`config.mk`:
```
export PLATFORM = sky130hd
export DESIGN_NAME = pedu_core
export DESIGN_NICKNAME = d
export VERILOG_FILES = /design/src/hw/pedu_pkg.sv /design/src/hw/pedu_core.sv
export SDC_FILE = /design/constraint.sdc
export NUM_CORES = 1
export LEC_CHECK = 0
export BUFFER_PORTS_ARGS = -buffer_cell sky130_fd_sc_hd__buf_4
export CORE_MARGIN = 2
export CORE_UTILIZATION = 40
export CTS_BUF_LIST = sky130_fd_sc_hd__clkbuf_4 sky130_fd_sc_hd__clkbuf_8 sky130_fd_sc_hd__clkbuf_16
export DETAILED_ROUTE_END_ITERATION = 7
export HOLD_SLACK_MARGIN = 0.06
export PLACE_DENSITY_LB_ADDON = 0.25
export SLEW_MARGIN = 20
export SYNTH_ARGS = -nofsm -noshare
export SYNTH_HDL_FRONTEND = slang
export SYNTH_SLANG_ARGS = --single-unit
export TNS_END_PERCENT = 10
```
`constraint.sdc`:
```
create_clock -name MCLK_I -period 17.6 [get_ports MCLK_I]
set_input_delay 1.76 -clock MCLK_I [delete_from_list [all_inputs] [get_ports MCLK_I]]
set_output_delay 1.76 -clock MCLK_I [all_outputs]
set_load 0.02 [all_outputs]
```
`src/hw/pedu_pkg.sv`:
```
package pedu_pkg;

    // ------------------------------------------------------------
    // Retry counters and qualifier values
    // ------------------------------------------------------------
    localparam logic [1:0] PIN_CNT_INIT = 2'h3;
    localparam logic [3:0] UNL_CNT_INIT = 4'ha;
    localparam logic [7:0] QUAL_USE = 8'h08;
    localparam logic [7:0] QUAL_NOUSE = 8'h00;

    // ------------------------------------------------------------
    // Command field coding
    // ------------------------------------------------------------
    localparam logic [7:0] LC_EMPTY = 8'h00;
    localparam logic [7:0] LC_PIN = 8'h08;
    localparam logic [7:0] LC_UNBLK = 8'h10;
    localparam int P1_ALT_BIT = 7;
    localparam int REF_MSB = 4;
    localparam int RFU_MSB = 6;
    localparam int RFU_LSB = 5;
    localparam int DATA_W = 128;
    localparam int KEY_W = 64;

    // ------------------------------------------------------------
    // Status words
    // ------------------------------------------------------------
    localparam logic [15:0] SW_OK = 16'h9000;
    localparam logic [15:0] SW_REFUSED = 16'h6985;
    localparam logic [15:0] SW_BLOCKED = 16'h6983;
    localparam logic [15:0] SW_P1P2 = 16'h6a86;
    localparam logic [15:0] SW_LEN = 16'h6700;
    localparam logic [15:0] SW_INS = 16'h6d00;
    localparam logic [11:0] SW_RETRY = 12'h63c;

    // ------------------------------------------------------------
    // Register map, control bits, status fields
    // ------------------------------------------------------------
    localparam logic [7:0] REG_CTRL = 8'h00;
    localparam logic [7:0] REG_SLOT = 8'h04;
    localparam logic [7:0] REG_VAL_HI = 8'h08;
    localparam logic [7:0] REG_VAL_LO = 8'h0c;
    localparam logic [7:0] REG_STATUS = 8'h10;
    localparam logic [7:0] REG_LAST_SW = 8'h14;
    localparam logic [7:0] REG_QUAL = 8'h18;
    localparam int CTRL_PERSO = 0;
    localparam int CTRL_LOAD_PIN = 1;
    localparam int CTRL_LOAD_UNL = 2;
    localparam int ST_PIN_CNT_LSB = 0;
    localparam int ST_UNL_CNT_LSB = 2;
    localparam int ST_EN_BIT = 6;
    localparam int ST_VER_BIT = 7;
    localparam int ST_ALT_BIT = 8;
    localparam int ST_ALTREF_LSB = 9;
    localparam logic [4:0] SLOT_RST = 5'h00;
    localparam logic [31:0] VAL_RST = 32'h0000_0000;
    localparam logic [15:0] LAST_SW_RST = 16'h0000;

    // ------------------------------------------------------------
    // Types
    // ------------------------------------------------------------
    typedef enum logic [1:0] {
        PEDU_INS_DISABLE,
        PEDU_INS_ENABLE,
        PEDU_INS_UNBLOCK,
        PEDU_INS_OTHER
    } pedu_ins_t;

    typedef struct packed {
        pedu_ins_t ins;
        logic [7:0] p1;
        logic [7:0] p2;
        logic [7:0] lc;
        logic [127:0] data;
    } pedu_cmd_t;

    typedef struct packed {
        logic wr;
        logic rd;
        logic [7:0] addr;
        logic [31:0] wdata;
    } pedu_reg_req_t;

endpackage

```
`src/hw/pedu_core.sv`:
```
`timescale 1ns/1ns
// Behaviour
// - Correct disable: counter to 3, PIN disabled
// - Wrong disable: decrement counter, stay enabled
// - Third consecutive wrong presentation blocks PIN
// - Refuse disable when disabled or blocked
// - Refuse enable when enabled or blocked
// - Correct enable: counter to 3, PIN enabled
// - Wrong enable: decrement counter, stay disabled
// - Blocking during enable, optionally mark enabled
// - Blocked disabled PIN grants, blocked enabled denies
// - Disable P1: zero, or replacement key reference
// - Replacement key qualifier set to 08
// - Enable cancels replacement, qualifier to 00
// - Disabled PIN frees access or needs replacement
// - Unblock allowed unless unblock key blocked
// - Correct unblock: new PIN, counters reloaded
// - Wrong unblock key: decrement, answer 63C9..63C0
// - Tenth failure blocks key; later 6983
// - Wrong unblock key leaves PIN untouched
// - Empty unblock reports remaining retries 63CX
// - Empty unblock on blocked key gives 63C0
// - P2 selects reference, number 01 to 1F
module pedu_core #(
    parameter int NUM_SLOT = 4,
    parameter int SLOT_W = 2,
    parameter bit ENABLE_ON_BLOCK = 1'b0
) (
    // Clock and reset
    input wire logic MCLK_I,
    input wire logic RESETN_I,
    // Register port
    input wire pedu_pkg::pedu_reg_req_t REG_I,
    output logic [31:0] REG_RDATA_O,
    // Command frame in, status word out
    input wire logic CMD_VALID_I,
    input wire pedu_pkg::pedu_cmd_t CMD_I,
    output logic RSP_VALID_O,
    output logic [15:0] RSP_SW_O,
    // Access conditions per slot
    output logic [NUM_SLOT-1:0] ACCESS_OK_O,
    output logic [NUM_SLOT-1:0] ALT_REQ_O
);

    // ------------------------------------------------------------
    // Command decode
    // ------------------------------------------------------------
    wire [SLOT_W-1:0] slot = CMD_I.p2[SLOT_W-1:0];
    wire [4:0] p1_ref = CMD_I.p1[pedu_pkg::REF_MSB:0];
    wire [4:0] p2_ref = CMD_I.p2[pedu_pkg::REF_MSB:0];
    wire is_dis = CMD_I.ins == pedu_pkg::PEDU_INS_DISABLE;
    wire is_en = CMD_I.ins == pedu_pkg::PEDU_INS_ENABLE;
    wire is_unb = CMD_I.ins == pedu_pkg::PEDU_INS_UNBLOCK;
    wire p2_ok = CMD_I.p2[pedu_pkg::RFU_MSB:pedu_pkg::RFU_LSB] == 2'h0 && p2_ref != 5'h00;
    wire p1_alt = CMD_I.p1[pedu_pkg::P1_ALT_BIT];
    wire dis_p1_ok = CMD_I.p1 == 8'h00 || (p1_alt && p1_ref != 5'h00
                     && CMD_I.p1[pedu_pkg::RFU_MSB:pedu_pkg::RFU_LSB] == 2'h0);
    wire p1_ok = is_dis ? dis_p1_ok : CMD_I.p1 == 8'h00;
    wire lc_empty = CMD_I.lc == pedu_pkg::LC_EMPTY;
    wire lc_ok = is_unb ? (lc_empty || CMD_I.lc == pedu_pkg::LC_UNBLK)
                        : CMD_I.lc == pedu_pkg::LC_PIN;
    wire [63:0] key_in = CMD_I.data[pedu_pkg::DATA_W-1:pedu_pkg::KEY_W];
    wire [63:0] new_pin = CMD_I.data[pedu_pkg::KEY_W-1:0];

    // ------------------------------------------------------------
    // Per-slot views of retained storage
    // ------------------------------------------------------------
    logic [1:0] pin_cnt_w [NUM_SLOT];
    logic [3:0] unl_cnt_w [NUM_SLOT];
    logic en_w [NUM_SLOT];
    logic ver_w [NUM_SLOT];
    logic alt_on_w [NUM_SLOT];
    logic [4:0] alt_ref_w [NUM_SLOT];
    logic [63:0] pin_w [NUM_SLOT];
    logic [63:0] unl_w [NUM_SLOT];
    logic [7:0] qual_ff [32];

    wire [1:0] cur_pin_cnt = pin_cnt_w[slot];
    wire [3:0] cur_unl_cnt = unl_cnt_w[slot];
    wire cur_en = en_w[slot];
    wire cur_ver = ver_w[slot];
    wire cur_alt_on = alt_on_w[slot];
    wire [4:0] cur_alt_ref = alt_ref_w[slot];
    wire pin_blk = cur_pin_cnt == 2'h0;
    wire unl_blk = cur_unl_cnt == 4'h0;
    wire pin_match = key_in == pin_w[slot];
    wire unl_match = key_in == unl_w[slot];
    wire [1:0] dec_pin = cur_pin_cnt - 2'h1;
    wire [3:0] dec_unl = cur_unl_cnt - 4'h1;

    // ------------------------------------------------------------
    // Register port decode
    // ------------------------------------------------------------
    logic [4:0] slot_sel_ff;
    logic [31:0] val_hi_ff;
    logic [31:0] val_lo_ff;
    logic [15:0] last_sw_ff;
    logic [31:0] rdata_ff;
    logic rsp_valid_ff;
    logic [15:0] rsp_sw_ff;
    logic [31:0] nxt_rdata;
    logic [31:0] st_word;

    // Command wins a same-cycle control write; software must retry
    wire ctrl_wr = REG_I.wr && REG_I.addr == pedu_pkg::REG_CTRL && !CMD_VALID_I;
    wire perso = ctrl_wr && REG_I.wdata[pedu_pkg::CTRL_PERSO];
    wire load_pin = ctrl_wr && REG_I.wdata[pedu_pkg::CTRL_LOAD_PIN];
    wire load_unl = ctrl_wr && REG_I.wdata[pedu_pkg::CTRL_LOAD_UNL];
    wire [SLOT_W-1:0] reg_slot = slot_sel_ff[SLOT_W-1:0];
    wire [63:0] load_val = {val_hi_ff, val_lo_ff};

    // ------------------------------------------------------------
    // Command outcome
    // ------------------------------------------------------------
    logic [15:0] nxt_sw;
    logic we_pin_cnt, we_unl_cnt, we_en, we_pin_val, we_alt, we_qual, we_ver;
    logic [1:0] nxt_pin_cnt;
    logic [3:0] nxt_unl_cnt;
    logic nxt_en, nxt_alt_on, nxt_ver;
    logic [4:0] nxt_alt_ref;
    logic [4:0] qual_idx;
    logic [7:0] nxt_qual;

    always_comb begin
        nxt_sw = pedu_pkg::SW_OK;
        we_pin_cnt = 1'b0;
        we_unl_cnt = 1'b0;
        we_en = 1'b0;
        we_pin_val = 1'b0;
        we_alt = 1'b0;
        we_qual = 1'b0;
        we_ver = 1'b0;
        nxt_pin_cnt = cur_pin_cnt;
        nxt_unl_cnt = cur_unl_cnt;
        nxt_en = cur_en;
        nxt_alt_on = cur_alt_on;
        nxt_alt_ref = cur_alt_ref;
        nxt_ver = cur_ver;
        qual_idx = cur_alt_ref;
        nxt_qual = pedu_pkg::QUAL_NOUSE;
        if (!(is_dis || is_en || is_unb)) begin
            nxt_sw = pedu_pkg::SW_INS;
        end else if (!p1_ok || !p2_ok) begin
            nxt_sw = pedu_pkg::SW_P1P2;
        end else if (!lc_ok) begin
            nxt_sw = pedu_pkg::SW_LEN;
        end else if (is_dis || is_en) begin
            if ((is_dis && !cur_en) || (is_en && cur_en) || pin_blk) begin
                nxt_sw = pedu_pkg::SW_REFUSED;
            end else if (pin_match) begin
                we_pin_cnt = 1'b1;
                nxt_pin_cnt = pedu_pkg::PIN_CNT_INIT;
                we_en = 1'b1;
                nxt_en = is_en;
                if (is_dis && p1_alt) begin
                    we_alt = 1'b1;
                    nxt_alt_on = 1'b1;
                    nxt_alt_ref = p1_ref;
                    we_qual = 1'b1;
                    qual_idx = p1_ref;
                    nxt_qual = pedu_pkg::QUAL_USE;
                end else if (is_en && cur_alt_on) begin
                    we_alt = 1'b1;
                    nxt_alt_on = 1'b0;
                    we_qual = 1'b1;
                    nxt_qual = pedu_pkg::QUAL_NOUSE;
                end
            end else begin
                we_pin_cnt = 1'b1;
                nxt_pin_cnt = dec_pin;
                we_ver = 1'b1;
                nxt_ver = 1'b0;
                nxt_sw = {pedu_pkg::SW_RETRY, 2'h0, dec_pin};
                if (is_en && dec_pin == 2'h0 && ENABLE_ON_BLOCK) begin
                    we_en = 1'b1;
                    nxt_en = 1'b1;
                end
            end
        end else if (lc_empty) begin
            nxt_sw = {pedu_pkg::SW_RETRY, cur_unl_cnt};
        end else if (unl_blk) begin
            nxt_sw = pedu_pkg::SW_BLOCKED;
        end else if (unl_match) begin
            we_pin_val = 1'b1;
            we_unl_cnt = 1'b1;
            nxt_unl_cnt = pedu_pkg::UNL_CNT_INIT;
            we_pin_cnt = 1'b1;
            nxt_pin_cnt = pedu_pkg::PIN_CNT_INIT;
            we_en = 1'b1;
            nxt_en = 1'b1;
            we_ver = 1'b1;
            nxt_ver = 1'b1;
        end else begin
            we_unl_cnt = 1'b1;
            nxt_unl_cnt = dec_unl;
            nxt_sw = {pedu_pkg::SW_RETRY, dec_unl};
        end
    end

    // ------------------------------------------------------------
    // Per-slot storage
    // ------------------------------------------------------------
    // Values and counters carry no reset so that they model retained
    // storage across sessions; only the session's verified flag clears.
    genvar gi;
    generate
        for (gi = 0; gi < NUM_SLOT; gi++) begin : g_slot
            logic [1:0] pin_cnt_ff;
            logic [3:0] unl_cnt_ff;
            logic en_ff;
            logic ver_ff;
            logic alt_on_ff;
            logic [4:0] alt_ref_ff;
            logic [63:0] pin_ff;
            logic [63:0] unl_ff;
            wire hit = CMD_VALID_I && slot == SLOT_W'(gi);
            wire reg_hit = reg_slot == SLOT_W'(gi);

            always_ff @(posedge MCLK_I) begin
                if (perso) begin
                    pin_cnt_ff <= pedu_pkg::PIN_CNT_INIT;
                    unl_cnt_ff <= pedu_pkg::UNL_CNT_INIT;
                    en_ff <= 1'b1;
                    alt_on_ff <= 1'b0;
                    alt_ref_ff <= 5'h00;
                end else if (hit) begin
                    if (we_pin_cnt) pin_cnt_ff <= nxt_pin_cnt;
                    if (we_unl_cnt) unl_cnt_ff <= nxt_unl_cnt;
                    if (we_en) en_ff <= nxt_en;
                    if (we_alt) alt_on_ff <= nxt_alt_on;
                    if (we_alt) alt_ref_ff <= nxt_alt_ref;
                end
            end

            always_ff @(posedge MCLK_I) begin
                if (hit && we_pin_val) begin
                    pin_ff <= new_pin;
                end else if (load_pin && reg_hit) begin
                    pin_ff <= load_val;
                end
                if (load_unl && reg_hit) begin
                    unl_ff <= load_val;
                end
            end

            always_ff @(posedge MCLK_I or negedge RESETN_I) begin
                if (!RESETN_I) begin
                    ver_ff <= 1'b0;
                end else if (hit && we_ver) begin
                    ver_ff <= nxt_ver;
                end
            end

            assign pin_cnt_w[gi] = pin_cnt_ff;
            assign unl_cnt_w[gi] = unl_cnt_ff;
            assign en_w[gi] = en_ff;
            assign ver_w[gi] = ver_ff;
            assign alt_on_w[gi] = alt_on_ff;
            assign alt_ref_w[gi] = alt_ref_ff;
            assign pin_w[gi] = pin_ff;
            assign unl_w[gi] = unl_ff;
            // Disabled without replacement grants even when blocked; enabled needs verification
            assign ACCESS_OK_O[gi] = (!en_ff && !alt_on_ff)
                                   || (en_ff && pin_cnt_ff != 2'h0 && ver_ff);
            assign ALT_REQ_O[gi] = !en_ff && alt_on_ff;
        end
    endgenerate

    // Replacement key usage qualifiers, indexed by global reference
    always_ff @(posedge MCLK_I) begin
        if (perso) begin
            for (int k = 0; k < 32; k++) begin
                qual_ff[k] <= pedu_pkg::QUAL_NOUSE;
            end
        end else if (CMD_VALID_I && we_qual) begin
            qual_ff[qual_idx] <= nxt_qual;
        end
    end

    // ------------------------------------------------------------
    // Response and register file
    // ------------------------------------------------------------
    always_comb begin
        st_word = 32'h0000_0000;
        st_word[pedu_pkg::ST_PIN_CNT_LSB +: 2] = pin_cnt_w[reg_slot];
        st_word[pedu_pkg::ST_UNL_CNT_LSB +: 4] = unl_cnt_w[reg_slot];
        st_word[pedu_pkg::ST_EN_BIT] = en_w[reg_slot];
        st_word[pedu_pkg::ST_VER_BIT] = ver_w[reg_slot];
        st_word[pedu_pkg::ST_ALT_BIT] = alt_on_w[reg_slot];
        st_word[pedu_pkg::ST_ALTREF_LSB +: 5] = alt_ref_w[reg_slot];
    end

    // Key staging registers read back as zero so secrets never leak
    always_comb begin
        case (REG_I.addr)
            pedu_pkg::REG_SLOT: nxt_rdata = {27'h0, slot_sel_ff};
            pedu_pkg::REG_STATUS: nxt_rdata = st_word;
            pedu_pkg::REG_LAST_SW: nxt_rdata = {16'h0, last_sw_ff};
            pedu_pkg::REG_QUAL: nxt_rdata = {24'h0, qual_ff[slot_sel_ff]};
            default: nxt_rdata = 32'h0000_0000;
        endcase
    end

    always_ff @(posedge MCLK_I or negedge RESETN_I) begin
        if (!RESETN_I) begin
            slot_sel_ff <= pedu_pkg::SLOT_RST;
            val_hi_ff <= pedu_pkg::VAL_RST;
            val_lo_ff <= pedu_pkg::VAL_RST;
        end else if (REG_I.wr) begin
            if (REG_I.addr == pedu_pkg::REG_SLOT) slot_sel_ff <= REG_I.wdata[4:0];
            if (REG_I.addr == pedu_pkg::REG_VAL_HI) val_hi_ff <= REG_I.wdata;
            if (REG_I.addr == pedu_pkg::REG_VAL_LO) val_lo_ff <= REG_I.wdata;
        end
    end

    always_ff @(posedge MCLK_I or negedge RESETN_I) begin
        if (!RESETN_I) begin
            rdata_ff <= 32'h0000_0000;
            rsp_valid_ff <= 1'b0;
            rsp_sw_ff <= pedu_pkg::LAST_SW_RST;
            last_sw_ff <= pedu_pkg::LAST_SW_RST;
        end else begin
            rdata_ff <= REG_I.rd ? nxt_rdata : 32'h0000_0000;
            rsp_valid_ff <= CMD_VALID_I;
            rsp_sw_ff <= CMD_VALID_I ? nxt_sw : rsp_sw_ff;
            last_sw_ff <= CMD_VALID_I ? nxt_sw : last_sw_ff;
        end
    end

    assign REG_RDATA_O = rdata_ff;
    assign RSP_VALID_O = rsp_valid_ff;
    assign RSP_SW_O = rsp_sw_ff;

    // ------------------------------------------------------------
    // Assertions
    // ------------------------------------------------------------
    wire ok_args = CMD_VALID_I && p1_ok && p2_ok && lc_ok;
    wire pin_try = ok_args && (is_dis ? cur_en : is_en && !cur_en) && !pin_blk;
    wire unl_try = ok_args && is_unb && !lc_empty && !unl_blk;
endmodule

```
======== Yosys cells after proc, flatten, opt, wreduce, memory -nomap -nowiden ========
Memories as Yosys holds them, arrays and structs flattened.
Index checks and enable logic that the tools add are counted.
W data, S select, Z words.
cells by class
  shift-type cells ........................ 0
  order comparisons ....................... 2
  mux-type cells .......................... 165
  equal/unequal tests ..................... 18
  bitwise logic cells ..................... 2
  reductions and logical operators ........ 112
  multipliers ............................. 0
  $add $sub $neg .......................... 2
  divide/modulo/power cells ............... 0
operators with widths
  cell                  count
  $mux W64              12
  $bmux W64 S2          2
  $mux W16              9
  $eq A64 B64 Y1        2
  $mux W1               84
  $mux W4               19
  $pmux W16 S4          1
  $mux W5               12
  $logic_and A1 B1 Y1   49
  $reduce_and A2 Y1     19
  $eq A8 B5 Y1 const B  4
  $mux W32              1
  $mux W2               13
  $eq A8 B4 Y1 const B  3
  $logic_not A8 Y1      3
  $bmux W5 S2           2
  $bmux W4 S2           2
  $reduce_bool A2 Y1    8
  $bmux W1 S2           6
  $logic_not A1 Y1      12
  $logic_not A2 Y1      6
  $logic_or A1 B1 Y1    11
  $eq A2 B2 Y1 const B  5
  $reduce_bool A5 Y1    2
  other kinds (9)       14
storage, ports and cells
  output and inout port bits .............. 57
  ROM bits ................................ 0
  logic and storage cells ................. 340
  register bits ........................... 686
  RAM bits ................................ 128
  input port bits ......................... 199
  memories kept ........................... 1
  bits in latches ......................... 0
memories
  name     words  width  rd ports  clocked after memory_dff  wr ports  RTL line         RTL
  qual_ff  32     4      1         0                         32        pedu_core.sv:76  logic [7:0] qual_ff [32];

======== Depth between registers and ports, before layout ========
  word-level depth ........................ 19
  mapped depth ............................ 15
  gate-level depth less buffers ........... 10

======== Least setup slack after synthesis ========
Ideal clock, no wire load.
  path type ............................... input-to-reg
  start point ............................. input REG_I[36] (netlist bit)
  end point ............................... register g_slot[0].pin_ff[0] (enable)
  required time ........................... 17.015 ns
  arrival ................................. 7.582 ns
  slack ................................... 9.433 ns
  buffers on the path ..................... 0
  cell stages on the path ................. 5
  setup time .............................. 0.585 ns
  cell sequence ........................... nor4_1 nand2_1 nor4_1 nand2_1 o32ai_1
on the way
  longest elaborated chain between the ends .. 6
RTL lines
  element                           RTL line          RTL
  start, declared                   pedu_core.sv:33   input wire pedu_pkg::pedu_reg_req_t REG_I,
  $logic_not A8 Y1                  pedu_core.sv:105  wire ctrl_wr = REG_I.wr && REG_I.addr == pedu_pkg::REG_CTRL && !CMD_VALID_I;
  $logic_and A1 B1 Y1 (2 in a row)  pedu_core.sv:105
  $logic_and A1 B1 Y1               pedu_core.sv:107  wire load_pin = ctrl_wr && REG_I.wdata[pedu_pkg::CTRL_LOAD_PIN];
  $logic_and A1 B1 Y1               pedu_core.sv:238  end else if (load_pin && reg_hit) begin
  $reduce_bool A2 Y1 (no line)      --
  end signal, assigned              pedu_core.sv:237  pin_ff <= new_pin;
  end signal, assigned              pedu_core.sv:239  pin_ff <= load_val;
  end, declared                     pedu_core.sv:214  logic [63:0] pin_ff;
No other way between the ends.
A chain may end at the register's enable or synchronous reset.

==> key figures <==
STA
  • Hold Fails Final Rpt: 0
  • Highest achievable clock rate: 0.128 GHz
  • Post-Route Setup TNS: 0 ns
  • Hold slack final: 0.472 ns
  • Post-layout min period: 7.80 ns
  • Final critical-path share of the clock period: 0.443
  • Max Transition Viols Final: 0
  • Unrepaired setup endpoints after global routing: false
  • Number of endpoints failing setup at the final stage: 0
  • Transition time at the pin with the least slew margin: 1.12 ns
  • Clock skew: 0.0277 ns
  • Relative slew slack: 0.250

Worst setup path
  • Setup crit end kind: flip-flop
  • WP data required: 17.90 ns
  • Cell seen most often among critical-path stages: sky130_fd_sc_hd__buf_4
  • Critical Path Slowest Stage Cell: sky130_fd_sc_hd__nor3_4
  • Reg-to-reg setup timing slack: 12.46 ns
  • Critical path buffer and inverter count: 3
  • Reg-to-Reg Start: g_slot[3].unl_ff[20]
  • R2r worst-path depth: 9
  • Longest individual stage delay on the worst path: 1.03 ns
  • Startpoint-to-endpoint class of the critical path: input pin to flip-flop
  • CP top delay family: simple AND/OR/NAND/NOR gates
  • Crit path arrival time: 8.11 ns
  • Crit path cell chain: buf_8 > buf_4 > buf_4 > mux4_2 > xnor2_1 > nand4_1 > nor4_1 > nand4_2 > nor3_4 > a31oi_1 > a21oi_1
  • Worst reg2reg endpoint: g_slot[2].pin_ff[48]
  • Crit path launch type: input pin
  • Largest fanout on the critical path: 42

Drt
  • DR iter-0 viols: 1719
  • Wire length per cell: 27.6 microns
  • Number of vias in the routed layout: 18600
  • Number of iterations in the first detailed-routing pass: 5
  • Aggregate routed wire length: 90900 microns
  • DRT antenna net count: 0
  • Post-route DRC violation count: 0
  • Vias per inst: 5.64

Floorplanning
  • Boundary pin count: 256
  • Die height: 287 microns
  • Starting Density: 0.404
  • Core Area: 79100 sq um
  • Count of standard-cell rows: 103
  • Width of the chip: 287 microns
  • Die Footprint: 82300 sq um

Clock tree
  • Number of sinks driven by the clock tree: 698
  • Buffers inserted during post-CTS setup optimization: 0
  • CTS tree: yes
  • CTS HTree Levels: 3
  • Buffer cell driving the clock tree root: sky130_fd_sc_hd__clkbuf_16
  • Skew-Pair Late Insertion Delay: 0.62 ns
  • Total of hold buffers inserted after clock tree synthesis: 0
  • Max Root-Sink Buffers: 3
  • Total CTS buffers: 77
  • Resize count post-CTS: 0
  • Register clock-pin slew on the reported worst setup and hold paths: 0.06 ns

Global routing
  • Total track usage: 0.222
  • Initial antenna violation count: 15
  • First-pass GRT wire length: 132000 microns
  • Total gr overflow: 0
  • Number of global-route vias before repair: 19300
  • Largest net degree at the start of global routing: 75

Synthesis
  • Proportion of synthesized flip-flops having asynchronous set or reset: 0.146
  • Adder-cell area share of the yosys netlist: 0.000782
  • Xor and xnor area share after synthesis: 0.0356
  • Flop and latch count out of synthesis: 698
  • Post-Synth Simple-Gate Area: 0.0460
  • Netlist area before placement: 32000 sq um
  • Sequential area share after synthesis: 0.623
  • Cell types occupying the most area after synthesis: sky130_fd_sc_hd__edfxtp_1 (51%), sky130_fd_sc_hd__mux2_2 (12%), sky130_fd_sc_hd__mux4_2 (12%)
  • Cell type contributing the most total cell area after synthesis: sky130_fd_sc_hd__edfxtp_1
  • Post-synthesis area per instance: 16.5 sq um
  • Most frequently used flop master after synthesis: sky130_fd_sc_hd__edfxtp_1
  • Share of Yosys cell area claimed by the top area cell type: 0.511
  • Gate count of the mapped netlist: 1941
  • Synthesized-area fraction occupied by ao, oa, aoi and oai cells: 0.0367
  • Count of unique library cells instantiated by Yosys: 59
  • Synth top cells by count: sky130_fd_sc_hd__edfxtp_1 (544), sky130_fd_sc_hd__mux2_2 (330), sky130_fd_sc_hd__mux4_2 (165), sky130_fd_sc_hd__xnor2_1 (130), sky130_fd_sc_hd__dfrtp_1 (102)
  • Number of synthesized flops with an enable pin: 544
  • Combinational family with the most area after synthesis: multiplexers
  • Number of warning messages in the yosys log: 0
  • Mux cell area share after synthesis: 0.235
  • Most used standard cell by instance count after synthesis: sky130_fd_sc_hd__edfxtp_1

Final layout
  • Number of filler cells placed in the layout: 6823
  • Area taken by multi-input logic gates: 11500 sq um
  • Core utilization of the finished layout: 0.474
  • Number of non-filler instances in the completed layout: 3298
  • Post-layout nets: 2385
  • Relative area change from synthesis to final layout: 17.3%
  • Fraction of final layout cells with drive strength greater than 1: 0.416
  • Seq. cell area: 19900 sq um

Worst hold path
  • Endpoint, Worst Hold: g_slot[3].unl_cnt_ff[0]
  • Hold Startpoint: g_slot[3].unl_cnt_ff[0]
  • Count of cells along the worst hold path: 2
  • Worst hold-check path type: flip-flop to flip-flop

Placed design
  • Estimated wirelength of the detail-placed design: 58100 microns
  • PortBufs: 236
  • Final GP Congestion: 0.852
  • Cell count after placement: 3153

Power
  • Pwr Density: 98.4 nW/um^2
  • Static power due to leakage: 0.0133 uW
  • VDD IR-drop max: 0.0000593 V

Run
  • Max Cap Violations: 0

Outcome
  • Run status: completed
## area by class of cell
cell class,count,area share
diodes,1,0.0000667
flip-flops and latches,698,0.531
clock buffers,112,0.0608
repair buffers,270,0.0552
well taps,1050,0.0350
inverters,12,0.00120
clock inverters,30,0.00930
multi-input cells,1125,0.308
## flip-flops by register name, summed over array words and instances, names as in the netlist
signal,count
RSP_VALID_O,1
val_lo_ff,32
g_slot.pin_cnt_ff,8
val_hi_ff,32
REG_RDATA_O,16
g_slot.alt_ref_ff,20
g_slot.unl_cnt_ff,16
qual_ff,32
slot_sel_ff,5
g_slot.alt_on_ff,4
g_slot.pin_ff,256
g_slot.unl_ff,256
g_slot.en_ff,4
last_sw_ff,12
g_slot.ver_ff,4
## stage by stage
stage / total power [uW] / setup slack (ns) / instance area [sq um]
global route: 3810 / 9.32 / 37500
global placement: 2060 / 9.11 / 34800
CTS: 3730 / 9.65 / 37500
detailed placement: 2070 / 9.00 / 34900
floorplan: 1960 / 9.43 / 32100
finish: 3690 / 9.80 / 37500
## kinds of logic after synthesis
family	after synthesis
and+or+nand+nor	274
buffers and inverters	136
adders and majority gates	2
DFF	698
xor gates and xnor gates	130
muxes	503
other	1
AOI/OAI and AO/OA	197
## worst reg2reg max path, cell delays in order (launching register included)
cell and delay [ns]:
sky130_fd_sc_hd__edfxtp_1 0.36, sky130_fd_sc_hd__mux4_2 0.48, sky130_fd_sc_hd__xnor2_1 0.63, sky130_fd_sc_hd__nand4_1 0.32, sky130_fd_sc_hd__nor4_1 0.46, sky130_fd_sc_hd__nand4_1 0.19
sky130_fd_sc_hd__buf_4 0.30, sky130_fd_sc_hd__nor2_4 0.89, sky130_fd_sc_hd__buf_4 0.81, sky130_fd_sc_hd__mux2_2 0.46
## where the power goes
part / total, uW / switching (uW) / internal, uW
combinational: 227 / 116 / 111
sequential: 1800 / 20.7 / 1780
clock: 1660 / 656 / 1010
total: 3690 / 793 / 2900
## cell usage in the layout, fill, tap and decap left out, types with 19 or more instances in the layout
| cell | netlist | final |
|---|---|---|
| sky130_fd_sc_hd__nor2_1 | 62 | 55 |
| sky130_fd_sc_hd__edfxtp_1 | 544 | 544 |
| sky130_fd_sc_hd__o21ai_0 | 41 | 41 |
| sky130_fd_sc_hd__dfxtp_1 | 52 | 52 |
| sky130_fd_sc_hd__dfrtp_1 | 102 | 101 |
| sky130_fd_sc_hd__clkbuf_4 | 0 | 20 |
| sky130_fd_sc_hd__nand4_1 | 35 | 35 |
| sky130_fd_sc_hd__mux4_2 | 165 | 165 |
| sky130_fd_sc_hd__clkbuf_16 | 0 | 77 |
| sky130_fd_sc_hd__mux2_2 | 330 | 330 |
| sky130_fd_sc_hd__nand2_1 | 54 | 53 |
| sky130_fd_sc_hd__buf_4 | 42 | 266 |
| sky130_fd_sc_hd__a21oi_1 | 86 | 86 |
| sky130_fd_sc_hd__conb_1 | 1 | 19 |
| sky130_fd_sc_hd__xnor2_1 | 130 | 130 |
## worst max path at each step
stage / endpoint / depth (start not counted) / slack, ns / from
after floorplan: g_slot[0].pin_ff[0] / 5 / 9.43 / REG_I[36]
after global placement: qual_ff[25][3] / 11 / 9.11 / CMD_I[136]
after detailed placement: qual_ff[21][3] / 11 / 9.00 / CMD_I[136]
after CTS: qual_ff[21][3] / 11 / 9.65 / CMD_I[136]
after global routing: qual_ff[17][3] / 11 / 9.32 / CMD_I[136]
final: qual_ff[23][3] / 11 / 9.80 / CMD_I[136]
## layer usage
layer  share of wire  global-route usage
met5          0.0017                   0
met4           0.030              0.0673
met3           0.071              0.0541
met2            0.49               0.368
met1            0.40               0.289
(Power assumes the default switching activity.)
